File: src/verilog/tpg_pkg.sv
// Purpose: Shared constants for the test pattern and gain select block
// Assumes: 8-bit registers, one per aligned 32-bit word at four times the index
// Notes: Pattern codes, gain table and sine table live here
package tpg_pkg;
  localparam int SAMP_W = 14;
  localparam int NUM_CH = 4;
  localparam int WORD_W = 56;
  localparam int FIFO_DEPTH = 16;
  localparam int ADDR_W = 8;
  localparam int IDX_W = 6;

  localparam logic [IDX_W-1:0] IDX_PAT_SEL_CD = 6'h0b;
  localparam logic [IDX_W-1:0] IDX_GAIN_AB = 6'h0c;
  localparam logic [IDX_W-1:0] IDX_GAIN_CD = 6'h0d;
  localparam logic [IDX_W-1:0] IDX_CW_HIGH = 6'h0e;
  localparam logic [IDX_W-1:0] IDX_CW_LOW = 6'h0f;
  localparam logic [IDX_W-1:0] IDX_CTRL = 6'h10;
  localparam logic [IDX_W-1:0] IDX_STATUS = 6'h11;

  localparam int HI_NIB_LSB = 4;
  localparam int LO_NIB_LSB = 0;
  localparam int CW_LOW_LSB = 2;
  localparam int CTRL_PAT_EN_BIT = 0;
  localparam int CTRL_ALIGN_BIT = 1;
  localparam int CTRL_GAIN_EN_LSB = 4;
  localparam logic [7:0] REG_RST = 8'h00;

  localparam logic [3:0] PAT_NORMAL = 4'h0;
  localparam logic [3:0] PAT_ZEROS = 4'h1;
  localparam logic [3:0] PAT_ONES = 4'h2;
  localparam logic [3:0] PAT_TOGGLE = 4'h3;
  localparam logic [3:0] PAT_RAMP = 4'h4;
  localparam logic [3:0] PAT_CUSTOM = 4'h5;
  localparam logic [3:0] PAT_DESKEW = 4'h6;
  localparam logic [3:0] PAT_PRBS = 4'h8;
  localparam logic [3:0] PAT_SINE = 4'h9;

  localparam logic [13:0] TOGGLE_EVEN = 14'h2aaa;
  localparam logic [13:0] TOGGLE_ODD = 14'h1555;
  localparam logic [13:0] DESKEW_WORD = 14'h3aaa;
  localparam logic [13:0] RAMP_START = 14'h0000;
  localparam logic [14:0] PRBS_SEED = 15'h7fff;
  localparam logic [13:0] SINE_TABLE [8] = '{14'h0000, 14'h095f, 14'h2000, 14'h36a0,
                                             14'h3fff, 14'h36a0, 14'h2000, 14'h095f};

  localparam int GAIN_FRAC = 10;
  localparam logic [3:0] GAIN_CODE_MAX = 4'hc;
  localparam logic [11:0] GAIN_Q10 [13] = '{12'h400, 12'h43d, 12'h47d, 12'h4c1, 12'h509,
                                           12'h556, 12'h5a6, 12'h5fc, 12'h657, 12'h6b7,
                                           12'h71d, 12'h789, 12'h7fb};
  localparam logic signed [16:0] SAT_POS = 17'sh01fff;
  localparam logic signed [16:0] SAT_NEG = -17'sh02000;

  localparam logic [1:0] RESP_OKAY = 2'b00;
  localparam logic [1:0] RESP_SLVERR = 2'b10;
endpackage : tpg_pkg

File: src/verilog/tpg_fifo_if.sv
// Purpose: Carries words between the pattern logic and the output FIFO
// Assumes: One clock shared by both ends
// Notes: level counts words held in storage
`timescale 1ns/1ps
interface tpg_fifo_if #(parameter int WIDTH = 56, parameter int DEPTH = 16);
  logic in_valid;
  logic in_ready;
  logic [WIDTH-1:0] in_data;
  logic out_valid;
  logic out_ready;
  logic [WIDTH-1:0] out_data;
  logic [$clog2(DEPTH):0] level;
  modport prod (output in_valid, input in_ready, output in_data,
                input out_valid, output out_ready, input out_data, input level);
  modport fifo (input in_valid, output in_ready, input in_data,
                output out_valid, input out_ready, output out_data, output level);
endinterface : tpg_fifo_if

File: src/verilog/tpg_fifo.sv
// Purpose: Word FIFO with a registered output stage
// Assumes: Synchronous active-low reset
// Notes: in_ready and out_valid are flip-flops so the top drives them straight out
`timescale 1ns/1ps
module tpg_fifo #(
  parameter int WIDTH = 56,
  parameter int DEPTH = 16
) (
  input wire logic aclk,
  input wire logic aresetn,
  tpg_fifo_if.fifo f
);
  localparam int AW = $clog2(DEPTH);
  logic [WIDTH-1:0] mem [DEPTH];
  logic [AW-1:0] wr_ptr_r;
  logic [AW-1:0] rd_ptr_r;
  logic [AW:0] cnt_r;
  logic [AW:0] cnt_nxt;
  logic in_ready_r;
  logic out_valid_r;
  logic [WIDTH-1:0] out_data_r;
  logic push;
  logic pop;

  assign push = f.in_valid && in_ready_r;
  assign pop = (cnt_r != '0) && (!out_valid_r || f.out_ready);
  assign cnt_nxt = cnt_r + (AW+1)'(push) - (AW+1)'(pop);
  assign f.in_ready = in_ready_r;
  assign f.out_valid = out_valid_r;
  assign f.out_data = out_data_r;
  assign f.level = cnt_r;

  always_ff @(posedge aclk) begin
    if (push) begin
      mem[wr_ptr_r] <= f.in_data;
    end
  end

  always_ff @(posedge aclk) begin
    if (!aresetn) begin
      wr_ptr_r <= '0;
      rd_ptr_r <= '0;
      cnt_r <= '0;
      in_ready_r <= 1'b0;
    end else begin
      if (push) begin
        wr_ptr_r <= wr_ptr_r + AW'(1);
      end
      if (pop) begin
        rd_ptr_r <= rd_ptr_r + AW'(1);
      end
      cnt_r <= cnt_nxt;
      // Registered full flag: stalls the source before storage overflows
      in_ready_r <= cnt_nxt < (AW+1)'(DEPTH);
    end
  end

  always_ff @(posedge aclk) begin
    if (!aresetn) begin
      out_valid_r <= 1'b0;
      out_data_r <= '0;
    end else if (pop) begin
      out_valid_r <= 1'b1;
      out_data_r <= mem[rd_ptr_r];
    end else if (f.out_ready) begin
      out_valid_r <= 1'b0;
    end
  end
endmodule : tpg_fifo

File: src/verilog/tpg_top.sv
// Purpose: Test pattern select for channels C and D, digital gain for all four channels
// Assumes: Samples arrive on aclk with a valid/ready handshake, one per sample cycle
// Notes: Registers reached over AXI4-Lite; output words pass a 16-word FIFO
//
// Chosen here: the AXI4-Lite interface to the registers.
`timescale 1ns/1ps
module tpg_top
  import tpg_pkg::*;
(
  input wire logic aclk,
  input wire logic aresetn,
  input wire logic [ADDR_W-1:0] s_axi_awaddr,
  input wire logic s_axi_awvalid,
  output logic s_axi_awready,
  input wire logic [31:0] s_axi_wdata,
  input wire logic [3:0] s_axi_wstrb,
  input wire logic s_axi_wvalid,
  output logic s_axi_wready,
  output logic [1:0] s_axi_bresp,
  output logic s_axi_bvalid,
  input wire logic s_axi_bready,
  input wire logic [ADDR_W-1:0] s_axi_araddr,
  input wire logic s_axi_arvalid,
  output logic s_axi_arready,
  output logic [31:0] s_axi_rdata,
  output logic [1:0] s_axi_rresp,
  output logic s_axi_rvalid,
  input wire logic s_axi_rready,
  input wire logic samp_valid,
  output logic samp_ready,
  input wire logic [WORD_W-1:0] samp_data,
  output logic out_valid,
  input wire logic out_ready,
  output logic [WORD_W-1:0] out_data
);
  logic [7:0] pattern_select_c_d_r;
  logic [7:0] digital_gain_a_b_r;
  logic [7:0] digital_gain_c_d_r;
  logic [7:0] custom_word_high_r;
  logic [7:0] custom_word_low_r;
  logic [7:0] ctrl_r;
  logic aw_have_r;
  logic w_have_r;
  logic [IDX_W-1:0] aw_idx_r;
  logic [7:0] w_byte_r;
  logic w_lane0_r;
  logic awready_r;
  logic wready_r;
  logic bvalid_r;
  logic [1:0] bresp_r;
  logic arready_r;
  logic rvalid_r;
  logic [1:0] rresp_r;
  logic [31:0] rdata_r;
  logic wr_do;
  logic wr_hit;
  logic rd_hit;
  logic [7:0] rd_byte;
  logic [IDX_W-1:0] ar_idx;
  logic samp_fire;
  logic pat_en;
  logic align;
  logic [3:0] gain_en;
  logic [13:0] custom_word;
  logic [7:0] sel_prev_r;
  logic en_prev_r;
  logic [1:0] chg;
  logic [1:0][13:0] pat_word;
  logic [1:0][3:0] pat_code;
  logic [3:0][13:0] samp_ch;
  logic [3:0][13:0] gained;
  logic [3:0][3:0] gain_code;

  tpg_fifo_if #(.WIDTH(WORD_W), .DEPTH(FIFO_DEPTH)) ff ();

  tpg_fifo #(.WIDTH(WORD_W), .DEPTH(FIFO_DEPTH)) u_fifo (
    .aclk(aclk),
    .aresetn(aresetn),
    .f(ff.fifo)
  );

  assign s_axi_awready = awready_r;
  assign s_axi_wready = wready_r;
  assign s_axi_bvalid = bvalid_r;
  assign s_axi_bresp = bresp_r;
  assign s_axi_arready = arready_r;
  assign s_axi_rvalid = rvalid_r;
  assign s_axi_rresp = rresp_r;
  assign s_axi_rdata = rdata_r;
  assign samp_ready = ff.in_ready;
  assign out_valid = ff.out_valid;
  assign out_data = ff.out_data;
  assign ff.out_ready = out_ready;

  // Write channel: address and data taken in either order, one write at a time
  assign wr_do = aw_have_r && w_have_r && !bvalid_r;
  assign wr_hit = (aw_idx_r >= IDX_PAT_SEL_CD) && (aw_idx_r <= IDX_STATUS);

  always_ff @(posedge aclk) begin
    if (!aresetn) begin
      aw_have_r <= 1'b0;
      awready_r <= 1'b0;
      aw_idx_r <= '0;
    end else if (s_axi_awvalid && awready_r) begin
      aw_have_r <= 1'b1;
      awready_r <= 1'b0;
      aw_idx_r <= s_axi_awaddr[ADDR_W-1:2];
    end else if (wr_do) begin
      aw_have_r <= 1'b0;
    end else if (!aw_have_r && !bvalid_r) begin
      awready_r <= 1'b1;
    end
  end

  always_ff @(posedge aclk) begin
    if (!aresetn) begin
      w_have_r <= 1'b0;
      wready_r <= 1'b0;
      w_byte_r <= '0;
      w_lane0_r <= 1'b0;
    end else if (s_axi_wvalid && wready_r) begin
      w_have_r <= 1'b1;
      wready_r <= 1'b0;
      w_byte_r <= s_axi_wdata[7:0];
      w_lane0_r <= s_axi_wstrb[0];
    end else if (wr_do) begin
      w_have_r <= 1'b0;
    end else if (!w_have_r && !bvalid_r) begin
      wready_r <= 1'b1;
    end
  end

  always_ff @(posedge aclk) begin
    if (!aresetn) begin
      bvalid_r <= 1'b0;
      bresp_r <= RESP_OKAY;
    end else if (wr_do) begin
      bvalid_r <= 1'b1;
      bresp_r <= wr_hit ? RESP_OKAY : RESP_SLVERR;
    end else if (s_axi_bready) begin
      bvalid_r <= 1'b0;
    end
  end

  // Writes land at once; the sample path reads them at its next sample
  always_ff @(posedge aclk) begin
    if (!aresetn) begin
      pattern_select_c_d_r <= REG_RST;
      digital_gain_a_b_r <= REG_RST;
      digital_gain_c_d_r <= REG_RST;
      custom_word_high_r <= REG_RST;
      custom_word_low_r <= REG_RST;
      ctrl_r <= REG_RST;
    end else if (wr_do && w_lane0_r) begin
      unique case (aw_idx_r)
        IDX_PAT_SEL_CD: pattern_select_c_d_r <= w_byte_r;
        IDX_GAIN_AB: digital_gain_a_b_r <= w_byte_r;
        IDX_GAIN_CD: digital_gain_c_d_r <= w_byte_r;
        IDX_CW_HIGH: custom_word_high_r <= w_byte_r;
        IDX_CW_LOW: custom_word_low_r <= {w_byte_r[7:2], 2'b00};
        IDX_CTRL: ctrl_r <= w_byte_r;
        default: ;
      endcase
    end
  end

  // Read channel: answer one cycle after the address is taken
  assign ar_idx = s_axi_araddr[ADDR_W-1:2];

  always_comb begin
    rd_hit = 1'b1;
    unique case (ar_idx)
      IDX_PAT_SEL_CD: rd_byte = pattern_select_c_d_r;
      IDX_GAIN_AB: rd_byte = digital_gain_a_b_r;
      IDX_GAIN_CD: rd_byte = digital_gain_c_d_r;
      IDX_CW_HIGH: rd_byte = custom_word_high_r;
      IDX_CW_LOW: rd_byte = custom_word_low_r;
      IDX_CTRL: rd_byte = ctrl_r;
      IDX_STATUS: rd_byte = {3'h0, ff.level};
      default: begin
        rd_byte = 8'h00;
        rd_hit = 1'b0;
      end
    endcase
  end

  always_ff @(posedge aclk) begin
    if (!aresetn) begin
      arready_r <= 1'b0;
      rvalid_r <= 1'b0;
      rresp_r <= RESP_OKAY;
      rdata_r <= '0;
    end else if (s_axi_arvalid && arready_r) begin
      arready_r <= 1'b0;
      rvalid_r <= 1'b1;
      rresp_r <= rd_hit ? RESP_OKAY : RESP_SLVERR;
      rdata_r <= {24'h000000, rd_byte};
    end else if (rvalid_r) begin
      if (s_axi_rready) begin
        rvalid_r <= 1'b0;
      end
    end else begin
      arready_r <= 1'b1;
    end
  end

  // Sample path
  assign samp_fire = samp_valid && ff.in_ready;
  assign pat_en = ctrl_r[CTRL_PAT_EN_BIT];
  assign align = ctrl_r[CTRL_ALIGN_BIT];
  assign gain_en = ctrl_r[CTRL_GAIN_EN_LSB +: 4];
  assign custom_word = {custom_word_high_r, custom_word_low_r[7:CW_LOW_LSB]};
  assign pat_code[0] = pattern_select_c_d_r[HI_NIB_LSB +: 4];
  assign pat_code[1] = pattern_select_c_d_r[LO_NIB_LSB +: 4];
  assign gain_code[3] = digital_gain_a_b_r[HI_NIB_LSB +: 4];
  assign gain_code[2] = digital_gain_a_b_r[LO_NIB_LSB +: 4];
  assign gain_code[1] = digital_gain_c_d_r[HI_NIB_LSB +: 4];
  assign gain_code[0] = digital_gain_c_d_r[LO_NIB_LSB +: 4];

  // Reserved codes fall back to unity so a bad write cannot overdrive the output
  function automatic logic [13:0] apply_gain(input logic [13:0] s, input logic [3:0] code);
    logic [11:0] fac;
    logic signed [26:0] prod;
    logic signed [16:0] q;
    fac = (code > GAIN_CODE_MAX) ? GAIN_Q10[0] : GAIN_Q10[code];
    prod = $signed(s) * $signed({1'b0, fac});
    q = prod[GAIN_FRAC +: 17];
    if (q > SAT_POS) begin
      apply_gain = SAT_POS[13:0];
    end else if (q < SAT_NEG) begin
      apply_gain = SAT_NEG[13:0];
    end else begin
      apply_gain = q[13:0];
    end
  endfunction : apply_gain

  genvar gi;
  generate
    for (gi = 0; gi < NUM_CH; gi++) begin : g_gain
      assign samp_ch[gi] = samp_data[gi*SAMP_W +: SAMP_W];
      assign gained[gi] = gain_en[gi] ? apply_gain(samp_ch[gi], gain_code[gi]) : samp_ch[gi];
    end
  endgenerate

  // A generator restarts when its selection changes; aligned, both restart together
  always_ff @(posedge aclk) begin
    if (!aresetn) begin
      sel_prev_r <= REG_RST;
      en_prev_r <= 1'b0;
    end else if (samp_fire) begin
      sel_prev_r <= pattern_select_c_d_r;
      en_prev_r <= pat_en;
    end
  end

  assign chg[0] = (pat_code[0] != sel_prev_r[HI_NIB_LSB +: 4]) || (pat_en != en_prev_r);
  assign chg[1] = (pat_code[1] != sel_prev_r[LO_NIB_LSB +: 4]) || (pat_en != en_prev_r);

  generate
    for (gi = 0; gi < 2; gi++) begin : g_pat
      logic [13:0] ramp_r;
      logic tog_r;
      logic [2:0] sine_r;
      logic [14:0] prbs_r;
      logic restart;
      logic [13:0] ramp_cur;
      logic tog_cur;
      logic [2:0] sine_cur;
      logic [14:0] prbs_cur;
      logic [13:0] word;

      assign restart = align ? (chg != 2'b00) : chg[gi];
      assign ramp_cur = restart ? RAMP_START : ramp_r;
      assign tog_cur = restart ? 1'b0 : tog_r;
      assign sine_cur = restart ? 3'h0 : sine_r;
      assign prbs_cur = restart ? PRBS_SEED : prbs_r;

      // Ramp wraps from full scale to zero by plain overflow
      always_ff @(posedge aclk) begin
        if (!aresetn) begin
          ramp_r <= RAMP_START;
        end else if (samp_fire) begin
          ramp_r <= ramp_cur + 14'h0001;
        end
      end

      always_ff @(posedge aclk) begin
        if (!aresetn) begin
          tog_r <= 1'b0;
        end else if (samp_fire) begin
          tog_r <= !tog_cur;
        end
      end

      always_ff @(posedge aclk) begin
        if (!aresetn) begin
          sine_r <= 3'h0;
        end else if (samp_fire) begin
          sine_r <= sine_cur + 3'h1;
        end
      end

      always_ff @(posedge aclk) begin
        if (!aresetn) begin
          prbs_r <= PRBS_SEED;
        end else if (samp_fire) begin
          prbs_r <= {prbs_cur[13:0], prbs_cur[14] ^ prbs_cur[13]};
        end
      end

      always_comb begin
        unique case (pat_code[gi])
          PAT_ZEROS: word = 14'h0000;
          PAT_ONES: word = 14'h3fff;
          PAT_TOGGLE: word = tog_cur ? TOGGLE_ODD : TOGGLE_EVEN;
          PAT_RAMP: word = ramp_cur;
          PAT_CUSTOM: word = custom_word;
          PAT_DESKEW: word = DESKEW_WORD;
          PAT_PRBS: word = prbs_cur[13:0];
          PAT_SINE: word = SINE_TABLE[sine_cur];
          default: word = gained[1-gi];
        endcase
      end

      assign pat_word[gi] = pat_en ? word : gained[1-gi];
    end
  endgenerate

  // Word order on the FIFO: A in the top slice, D in the bottom
  assign ff.in_valid = samp_valid;
  assign ff.in_data = {gained[3], gained[2], pat_word[0], pat_word[1]};
endmodule : tpg_top

File: config.mk
export PLATFORM = sky130hd
export DESIGN_NAME = tpg_top
export DESIGN_NICKNAME = d
export VERILOG_FILES = /design/src/verilog/tpg_pkg.sv /design/src/verilog/tpg_fifo_if.sv /design/src/verilog/tpg_fifo.sv /design/src/verilog/tpg_top.sv
export SDC_FILE = /design/constraint.sdc
export NUM_CORES = 2
export LEC_CHECK = 0
export ABC_CLOCK_PERIOD_IN_PS = 11610
export BUFFER_PORTS_ARGS = -buffer_cell sky130_fd_sc_hd__clkbuf_2
export CAP_MARGIN = 40
export CORE_ASPECT_RATIO = 1.75
export CORE_UTILIZATION = 60
export DETAILED_ROUTE_END_ITERATION = 10
export PLACE_DENSITY = 0.77
export SLEW_MARGIN = 0
export SYNTH_ARGS = -nofsm -noshare
export SYNTH_HDL_FRONTEND = slang
export SYNTH_SLANG_ARGS = --single-unit
File: constraint.sdc
create_clock -name aclk -period 11.61 [get_ports aclk]
set_input_delay 1.161 -clock aclk [delete_from_list [all_inputs] [get_ports aclk]]
set_output_delay 1.161 -clock aclk [all_outputs]
set_load 0.01 [all_outputs]
# ---- After elaboration in Yosys (flattened, before gate mapping)
# Memories as Yosys holds them, arrays and structs flattened. A register that Yosys moved wholly into a read port is not among the register bits.
# Index checks and enable logic that the tools add are counted.
dict set report totals {
  latchBits 0
  word_cells 215
  register_bits 170
  mem_bits_rw 896
  out_inout_bits 99
  input_bits 117
  mem_count 7
  mem_bits_ro 992
}
# memory depth word_bits rd rd_clocked_by_memory_dff write_ports line
set memory_table {}
lappend memory_table {u_fifo.mem 16 56 1 1 1 tpg_fifo.sv:14} ;# logic [WIDTH-1:0] mem [DEPTH];
lappend memory_table {{(name not given)} 16 12 1 0 0 tpg_top.sv:225} ;# fac = (code > GAIN_CODE_MAX) ? GAIN_Q10[0] : GAIN_Q10[code];
lappend memory_table {{(name not given)} 16 12 1 0 0 tpg_top.sv:225}
lappend memory_table {{(name not given)} 16 12 1 0 0 tpg_top.sv:225}
lappend memory_table {{(name not given)} 16 12 1 0 0 tpg_top.sv:225}
lappend memory_table {{(name not given)} 8 14 1 0 0 tpg_top.sv:320} ;# PAT_SINE: word = SINE_TABLE[sine_cur];
lappend memory_table {{1 more memories} -- -- -- -- -- --}
dict set report op_classes {
  shifts 0
  n_lt_le_gt_ge 21
  mul 4
  n_addsub 8
  mux 60
  n_eq_ne 32
  n_div 0
  bitwise 10
  n_reduce_logical 39
}
# operator count
set ops {}
lappend ops {{14-bit 2-to-1 mux} 22}
lappend ops {{14-bit case mux with 8 select lines} 2}
lappend ops {{12-bit 2-to-1 mux} 12}
lappend ops {{14-bit by 13-bit multiplier with 27-bit output} 4}
lappend ops {{17-bit by 14-bit > comparator with 1-bit output, second input constant} 4}
lappend ops {{17-bit by 14-bit < comparator with 1-bit output, second input constant} 4}
lappend ops {{6-bit by 4-bit == test with 1-bit output, second input constant} 10}
lappend ops {{8-bit case mux with 7 select lines} 1}
lappend ops {{15-bit 2-to-1 mux} 2}
lappend ops {{14-bit by 1-bit adder with 14-bit output, second input constant} 2}
lappend ops {{4-bit by 3-bit == test with 1-bit output, second input constant} 6}
lappend ops {{5-bit >= comparator, second input constant} 4}
lappend ops {{4-bit inverter with 5-bit output} 4}
lappend ops {{6-bit by 5-bit == test with 1-bit output, second input constant} 3}
lappend ops {{1-bit 2-to-1 mux} 17}
lappend ops {{4-bit by 2-bit == test with 1-bit output, second input constant} 4}
lappend ops {{4-bit == test, second input constant} 4}
lappend ops {{4-bit > comparator, second input constant} 4}
lappend ops {{2-bit AND reduction} 8}
lappend ops {{1-bit logical AND} 11}
lappend ops {{2-bit nonzero test} 5}
lappend ops {{4-bit by 1-bit adder with 4-bit output, second input constant} 2}
lappend ops {{4-bit by 1-bit == test with 1-bit output, second input constant} 2}
lappend ops {{4-bit >= comparator, second input constant} 2}
lappend ops {{other kinds (18)} 35}

# ---- Depth between registers and ports, before layout
dict set report depth {
  word_depth 12
  mapped_depth 30
}

# ---- Hierarchy
# From an unflattened synthesis, not the netlist that was laid out.
dict set report hier_totals {
  hier_cells 5558
  hier_area_um2 69176.3
}
# module cells_each seq_area_each_um2 area_per_inst_um2 instances
set modules_own_cells {}
lappend modules_own_cells {tpg_fifo 1592 28327.2 36336.1 1}
lappend modules_own_cells {tpg_top 3966 3062.9 32840.2 1}

# ---- Worst setup path after synthesis
# Ideal clock, no wire load.
dict set report synth_timing {
  path_kind {input -> register}
  from {input port samp_data[55]}
  to {memory u_fifo.mem[0][45], data pin}
  stages 24
  required_ns 11.319
  t_arrival_ns 7.469
  setup_slack_ns 3.850
  path_cell_list {clkbuf_1 inv_1 nor2_1 inv_1 fa_1 fa_1 inv_1 fa_1 fa_1 inv_1 fa_1 inv_1 ha_1 and2_1 or2_0 a221o_1 a221o_1 a31oi_2 o21ai_1 or2_1 o211ai_1 buf_2 nand2_1 a21oi_1}
}
dict set report synth_via {
  elab_chain_cells 5
  word_cells_on_any_way 6
  cone_classes {mul (1); order compare (2); mux (3)}
}
# item line
set synth_rtl {}
lappend synth_rtl {{start: declaration} tpg_top.sv:31} ;# input wire logic [WORD_W-1:0] samp_data,
lappend synth_rtl {{14-bit by 13-bit multiplier with 27-bit output (*)} tpg_top.sv:226} ;# prod = $signed(s) * $signed({1'b0, fac});
lappend synth_rtl {{17-bit by 14-bit < comparator with 1-bit output} tpg_top.sv:230} ;# end else if (q < SAT_NEG) begin
lappend synth_rtl {{14-bit 2-to-1 mux} tpg_top.sv:230}
lappend synth_rtl {{14-bit 2-to-1 mux (*)} tpg_top.sv:228} ;# if (q > SAT_POS) begin
lappend synth_rtl {{14-bit 2-to-1 mux (*)} tpg_top.sv:241} ;# assign gained[gi] = gain_en[gi] ? apply_gain(samp_ch[gi], gain_code[gi]) : samp_ch[gi];
lappend synth_rtl {{via ff.in_data[45]} tpg_fifo_if.sv:8} ;# logic [WIDTH-1:0] in_data;
lappend synth_rtl {{end: declaration} tpg_fifo.sv:14}
# Mark *: on every way through the listed nets, which the timed path passes. The rest lies on a longest branch.

# ---- Final worst setup path
dict set report layout_timing {
  from {register digital_gain_a_b_r[1]}
  to {memory u_fifo.mem[4][31], data pin}
}
dict set report layout_via {
  elab_chain_cells 10
  word_cells_on_any_way 12
  cone_classes {mul (1); order compare (3); mux (6); bitwise (1); memory (1)}
}
# item line
set layout_rtl {}
lappend layout_rtl {{start: declaration} tpg_top.sv:37} ;# logic [7:0] digital_gain_a_b_r;
lappend layout_rtl {{start signal: assignment} tpg_top.sv:157} ;# IDX_GAIN_AB: digital_gain_a_b_r <= w_byte_r;
lappend layout_rtl {{4-bit inverter with 5-bit output (implied by the code)} tpg_top.sv:225}
lappend layout_rtl {{memory read 16 x 12 bit} --}
lappend layout_rtl {{12-bit 2-to-1 mux (implied by the code) (2 in series)} tpg_top.sv:225}
lappend layout_rtl {{12-bit 2-to-1 mux (*)} tpg_top.sv:225}
lappend layout_rtl {{14-bit by 13-bit multiplier with 27-bit output (*)} tpg_top.sv:226}
lappend layout_rtl {{17-bit by 14-bit < comparator with 1-bit output} tpg_top.sv:230}
lappend layout_rtl {{14-bit 2-to-1 mux} tpg_top.sv:230}
lappend layout_rtl {{14-bit 2-to-1 mux (*)} tpg_top.sv:228}
lappend layout_rtl {{14-bit 2-to-1 mux (*)} tpg_top.sv:241}
lappend layout_rtl {{via ff.in_data[31]} tpg_fifo_if.sv:8}
# Mark *: on every way through the listed nets, which the timed path passes. The rest lies on a longest branch. The select of a mux whose other input is x is not followed.

==> out/qor.csv <==
metric,value,unit
share of flip-flops with an asynchronous set or reset,0,%
number of clock sinks,1120,
via total after detailed routing,43600,
IO Count,216,
number of input and output port buffers inserted,158,
final WL,168000,um
fin. max-slew vios,0,
endpoint arrival time on the critical path,8.87,ns
sequential area share after synthesis,45.4,%
Die Height,451,um
Multi-input gate area,33500,um2
final design utilization,65.9,%
number of enable-type register cells in the synthesized netlist,896,
count of placed standard cells including taps,7016,
data required time of the critical path,12.02,ns
slew of the pin with the lowest slew margin,1.07,ns
top flip-flop cell by instance count after synthesis,edfxtp_1,
category of the critical setup timing path,reg2reg,
global routing usage summed across all routing layers,29.5,%
CTS root buf,clkbuf_16,
TritonRoute pass-1 iters,6,
average wire per cell in the routed design,23.3,um
filler cell count,8021,
total number of placement rows,164,
final period utilization,72.9,%
global-route wire length before repair,261000,um
number of instances on the worst hold path,2,
# resized after CTS,0,
initial standard-cell utilization of the core,60.5,%
Maximum Capacitance Violations,0,
Synth Area per Inst,12.5,um2
final worst hold slack,0.456,ns
count of state elements after synthesis,1120,
maximum clock rate,118,MHz
antenna violations before repair,8,
critical-path maximum fanout,16,
GR Overflow Total,0,
total area of sequential cells,31400,um2
P_leak,30.4,nW
Worst IR Drop VDD,162,uV
Synthesis Warnings,0,
layout overhead on the synthesized area,8.89,%
Final Instance Count excl. Fillers,7202,
RSZ-0062 raised after global routing,no,
Placer Congestion,0.927,
clock-pin slew on the worst setup and hold paths,0.07,ns
post-layout total power,10.1,mW
clock buffers created by TritonCTS,95,
number of nets at the end of the flow,6567,
detailed router's first-iteration violation count,3516,
number of nets still failing antenna checks after routing,0,
Die Footprint,117000,um2
clock latency of the later-clocked register in the worst-skew pair,0.71,ns
Hold Buf Count CTS,0,
Syn Std Cell Area,69200,um2
clock buffer depth,3,
total power per unit cell area,135,nW/um2
CTS HTree Levels,3,
synth top area cells,"edfxtp_1 39%, fa_1 16%, mux4_2 9.6%, dfxtp_1 6.5%, inv_1 4.8%",
pin count of the biggest net entering global routing,99,
most frequently used cell type in the post-synthesis netlist,edfxtp_1,
outcome,"finished, final reports clean",
floorplan core area,114000,um2
final period demand of the worst path,8.46,ns
post-DP HPWL,110000,um
largest clock skew in the final design,0.0286,ns
vias in the first global route,46400,
Critical Path Sink Type,register,
number of setup buffers added after CTS,0,
normalized max-slew margin,28.8,%
Via density,6.06,
CP Launch Type,register,
number of design rule violations left after detail routing,0,
final-report setup violation count,0,
layout cells sized above 1,14.1,%
die extent in x,259,um
number of failing hold endpoints at the final stage,0,
cell type with the largest total area after synthesis,edfxtp_1,
type of the worst min-delay path,reg2reg,
setup total negative slack,0,ns
clock tree from TritonCTS,built,
Worst Reg-to-Reg Cells,25,
Synth top area share,38.9,%
synth cell count leaders,"896 x edfxtp_1, 881 x inv_1, 696 x nand2_1",
synthesized instance count,5521,
count of different cell masters after synthesis,97,
## final cells by class
| cell class | instances | area share, % |
|---|---|---|
| Timing Repair Buffer | 283 | 2.72 |
| Clock buffer | 114 | 3.32 |
| Clock inverter | 64 | 0.991 |
| Inverter | 883 | 4.40 |
| Antenna cell | 3 | 0.00996 |
| Multi-Input combinational cell | 3241 | 44.4 |
| Tap cell | 1494 | 2.48 |
| Sequential cell | 1120 | 41.7 |
## cell families (layout without fill, tap and decap cells)
kind of cell	count (synthesis)	in the layout	share of synthesized area (%)
compound gates	571	571	5.90
xor+xnor	99	99	1.26
fa+ha+maj	826	826	21.1
buf+inv	1185	1344	6.63
flops	1120	1120	45.4
mux	356	356	10.5
other cells	1	29	0.00542
simple gates	1363	1363	9.21
## final timing paths
check	slack (ns)	from	end
max	3.15	digital_gain_a_b_r[1]	u_fifo.mem[4][31]
max reg2reg	3.15	digital_gain_a_b_r[1]	u_fifo.mem[4][31]
min	0.46	s_axi_rdata[6]	s_axi_rdata[6]
min reg2reg	0.46	s_axi_rdata[6]	s_axi_rdata[6]
## per-layer routing
metal	GRT usage [%]	wire (um)
met5	0	48
met3	3.67	10600
met1	34.6	59900
met2	53.9	89800
met4	12.9	7260
## worst max-delay path: stages (launching register included)
cell and delay (ns):
dfxtp_1 0.48, inv_1 0.11, ha_1 0.35, nor2_1 0.07, a211o_1 0.30, nand2_1 0.40, and2_1 0.25, inv_1 0.07
fa_1 0.49, fa_1 0.65, inv_1 0.26, fa_1 0.55, fa_1 0.54, inv_1 0.05, fa_1 0.48, inv_1 0.04
ha_1 0.34, a21o_1 0.20, a21oi_1 0.21, o22a_1 0.21, o21ai_2 0.11, or3_1 0.32, a31oi_1 0.20, xnor2_1 0.17
a41o_1 0.54, a221o_1 0.73
## registers in the layout, indices dropped and copies added, names as in the netlist, 2 cells and up
signal / count
u_fifo.f.out_data: 56
u_fifo.mem: 896
s_axi_rdata: 8
u_fifo.wr_ptr_r: 4
sel_prev_r: 8
aw_idx_r: 6
w_byte_r: 8
custom_word_high_r: 8
custom_word_low_r: 6
digital_gain_c_d_r: 8
u_fifo.f.level: 5
u_fifo.rd_ptr_r: 4
ctrl_r: 8
g_pat.prbs_r: 30
g_pat.sine_r: 6
digital_gain_a_b_r: 8
g_pat.ramp_r: 28
pattern_select_c_d_r: 8
g_pat.tog_r: 2
## through the flow
stage                     cell area [um2]  setup slack [ns]
after floorplan                     69300              3.85
after global placement              71400              2.58
after detailed placement            72100              3.16
after CTS                           75300              3.06
after global routing                75300              2.68
final                               75400              3.15
## cell usage in the layout (no fill, tap or decap), types with 13 or more instances in the layout
| cell type | Yosys | final |
|---|---|---|
| edfxtp_1 | 896 | 896 |
| inv_1 | 881 | 881 |
| nand2_1 | 696 | 695 |
| fa_1 | 569 | 569 |
| mux4_2 | 294 | 294 |
| ha_1 | 257 | 257 |
| dfxtp_1 | 224 | 220 |
| and2_1 | 200 | 200 |
| clkbuf_2 | 1 | 157 |
| nor2_1 | 158 | 146 |
| a21oi_1 | 119 | 119 |
| nor2b_1 | 114 | 114 |
| buf_4 | 29 | 104 |
| clkbuf_16 | 0 | 96 |
| a21boi_0 | 95 | 95 |
| o21ai_0 | 86 | 85 |
| xnor2_1 | 64 | 64 |
| mux2i_1 | 54 | 54 |
| o211ai_1 | 44 | 44 |
| nand3_1 | 40 | 40 |
| xor2_1 | 34 | 34 |
| a21o_1 | 31 | 31 |
| nand2b_1 | 30 | 29 |
| nand4_1 | 28 | 28 |
| conb_1 | 1 | 26 |
| a221o_1 | 24 | 24 |
| and3_1 | 23 | 23 |
| a221oi_1 | 23 | 23 |
| clkinv_2 | 0 | 19 |
| o21a_1 | 18 | 18 |
| nor3_1 | 22 | 18 |
| clkbuf_1 | 239 | 15 |
| buf_16 | 0 | 13 |
## power by group
part	leakage, nW	switching, mW	internal [mW]
sequential	9.89	0.134	4.50
combinational	18.9	1.16	1.04
clock	1.55	1.53	1.78
total	30.4	2.83	7.32
Power figures use the tool's default switching activity.
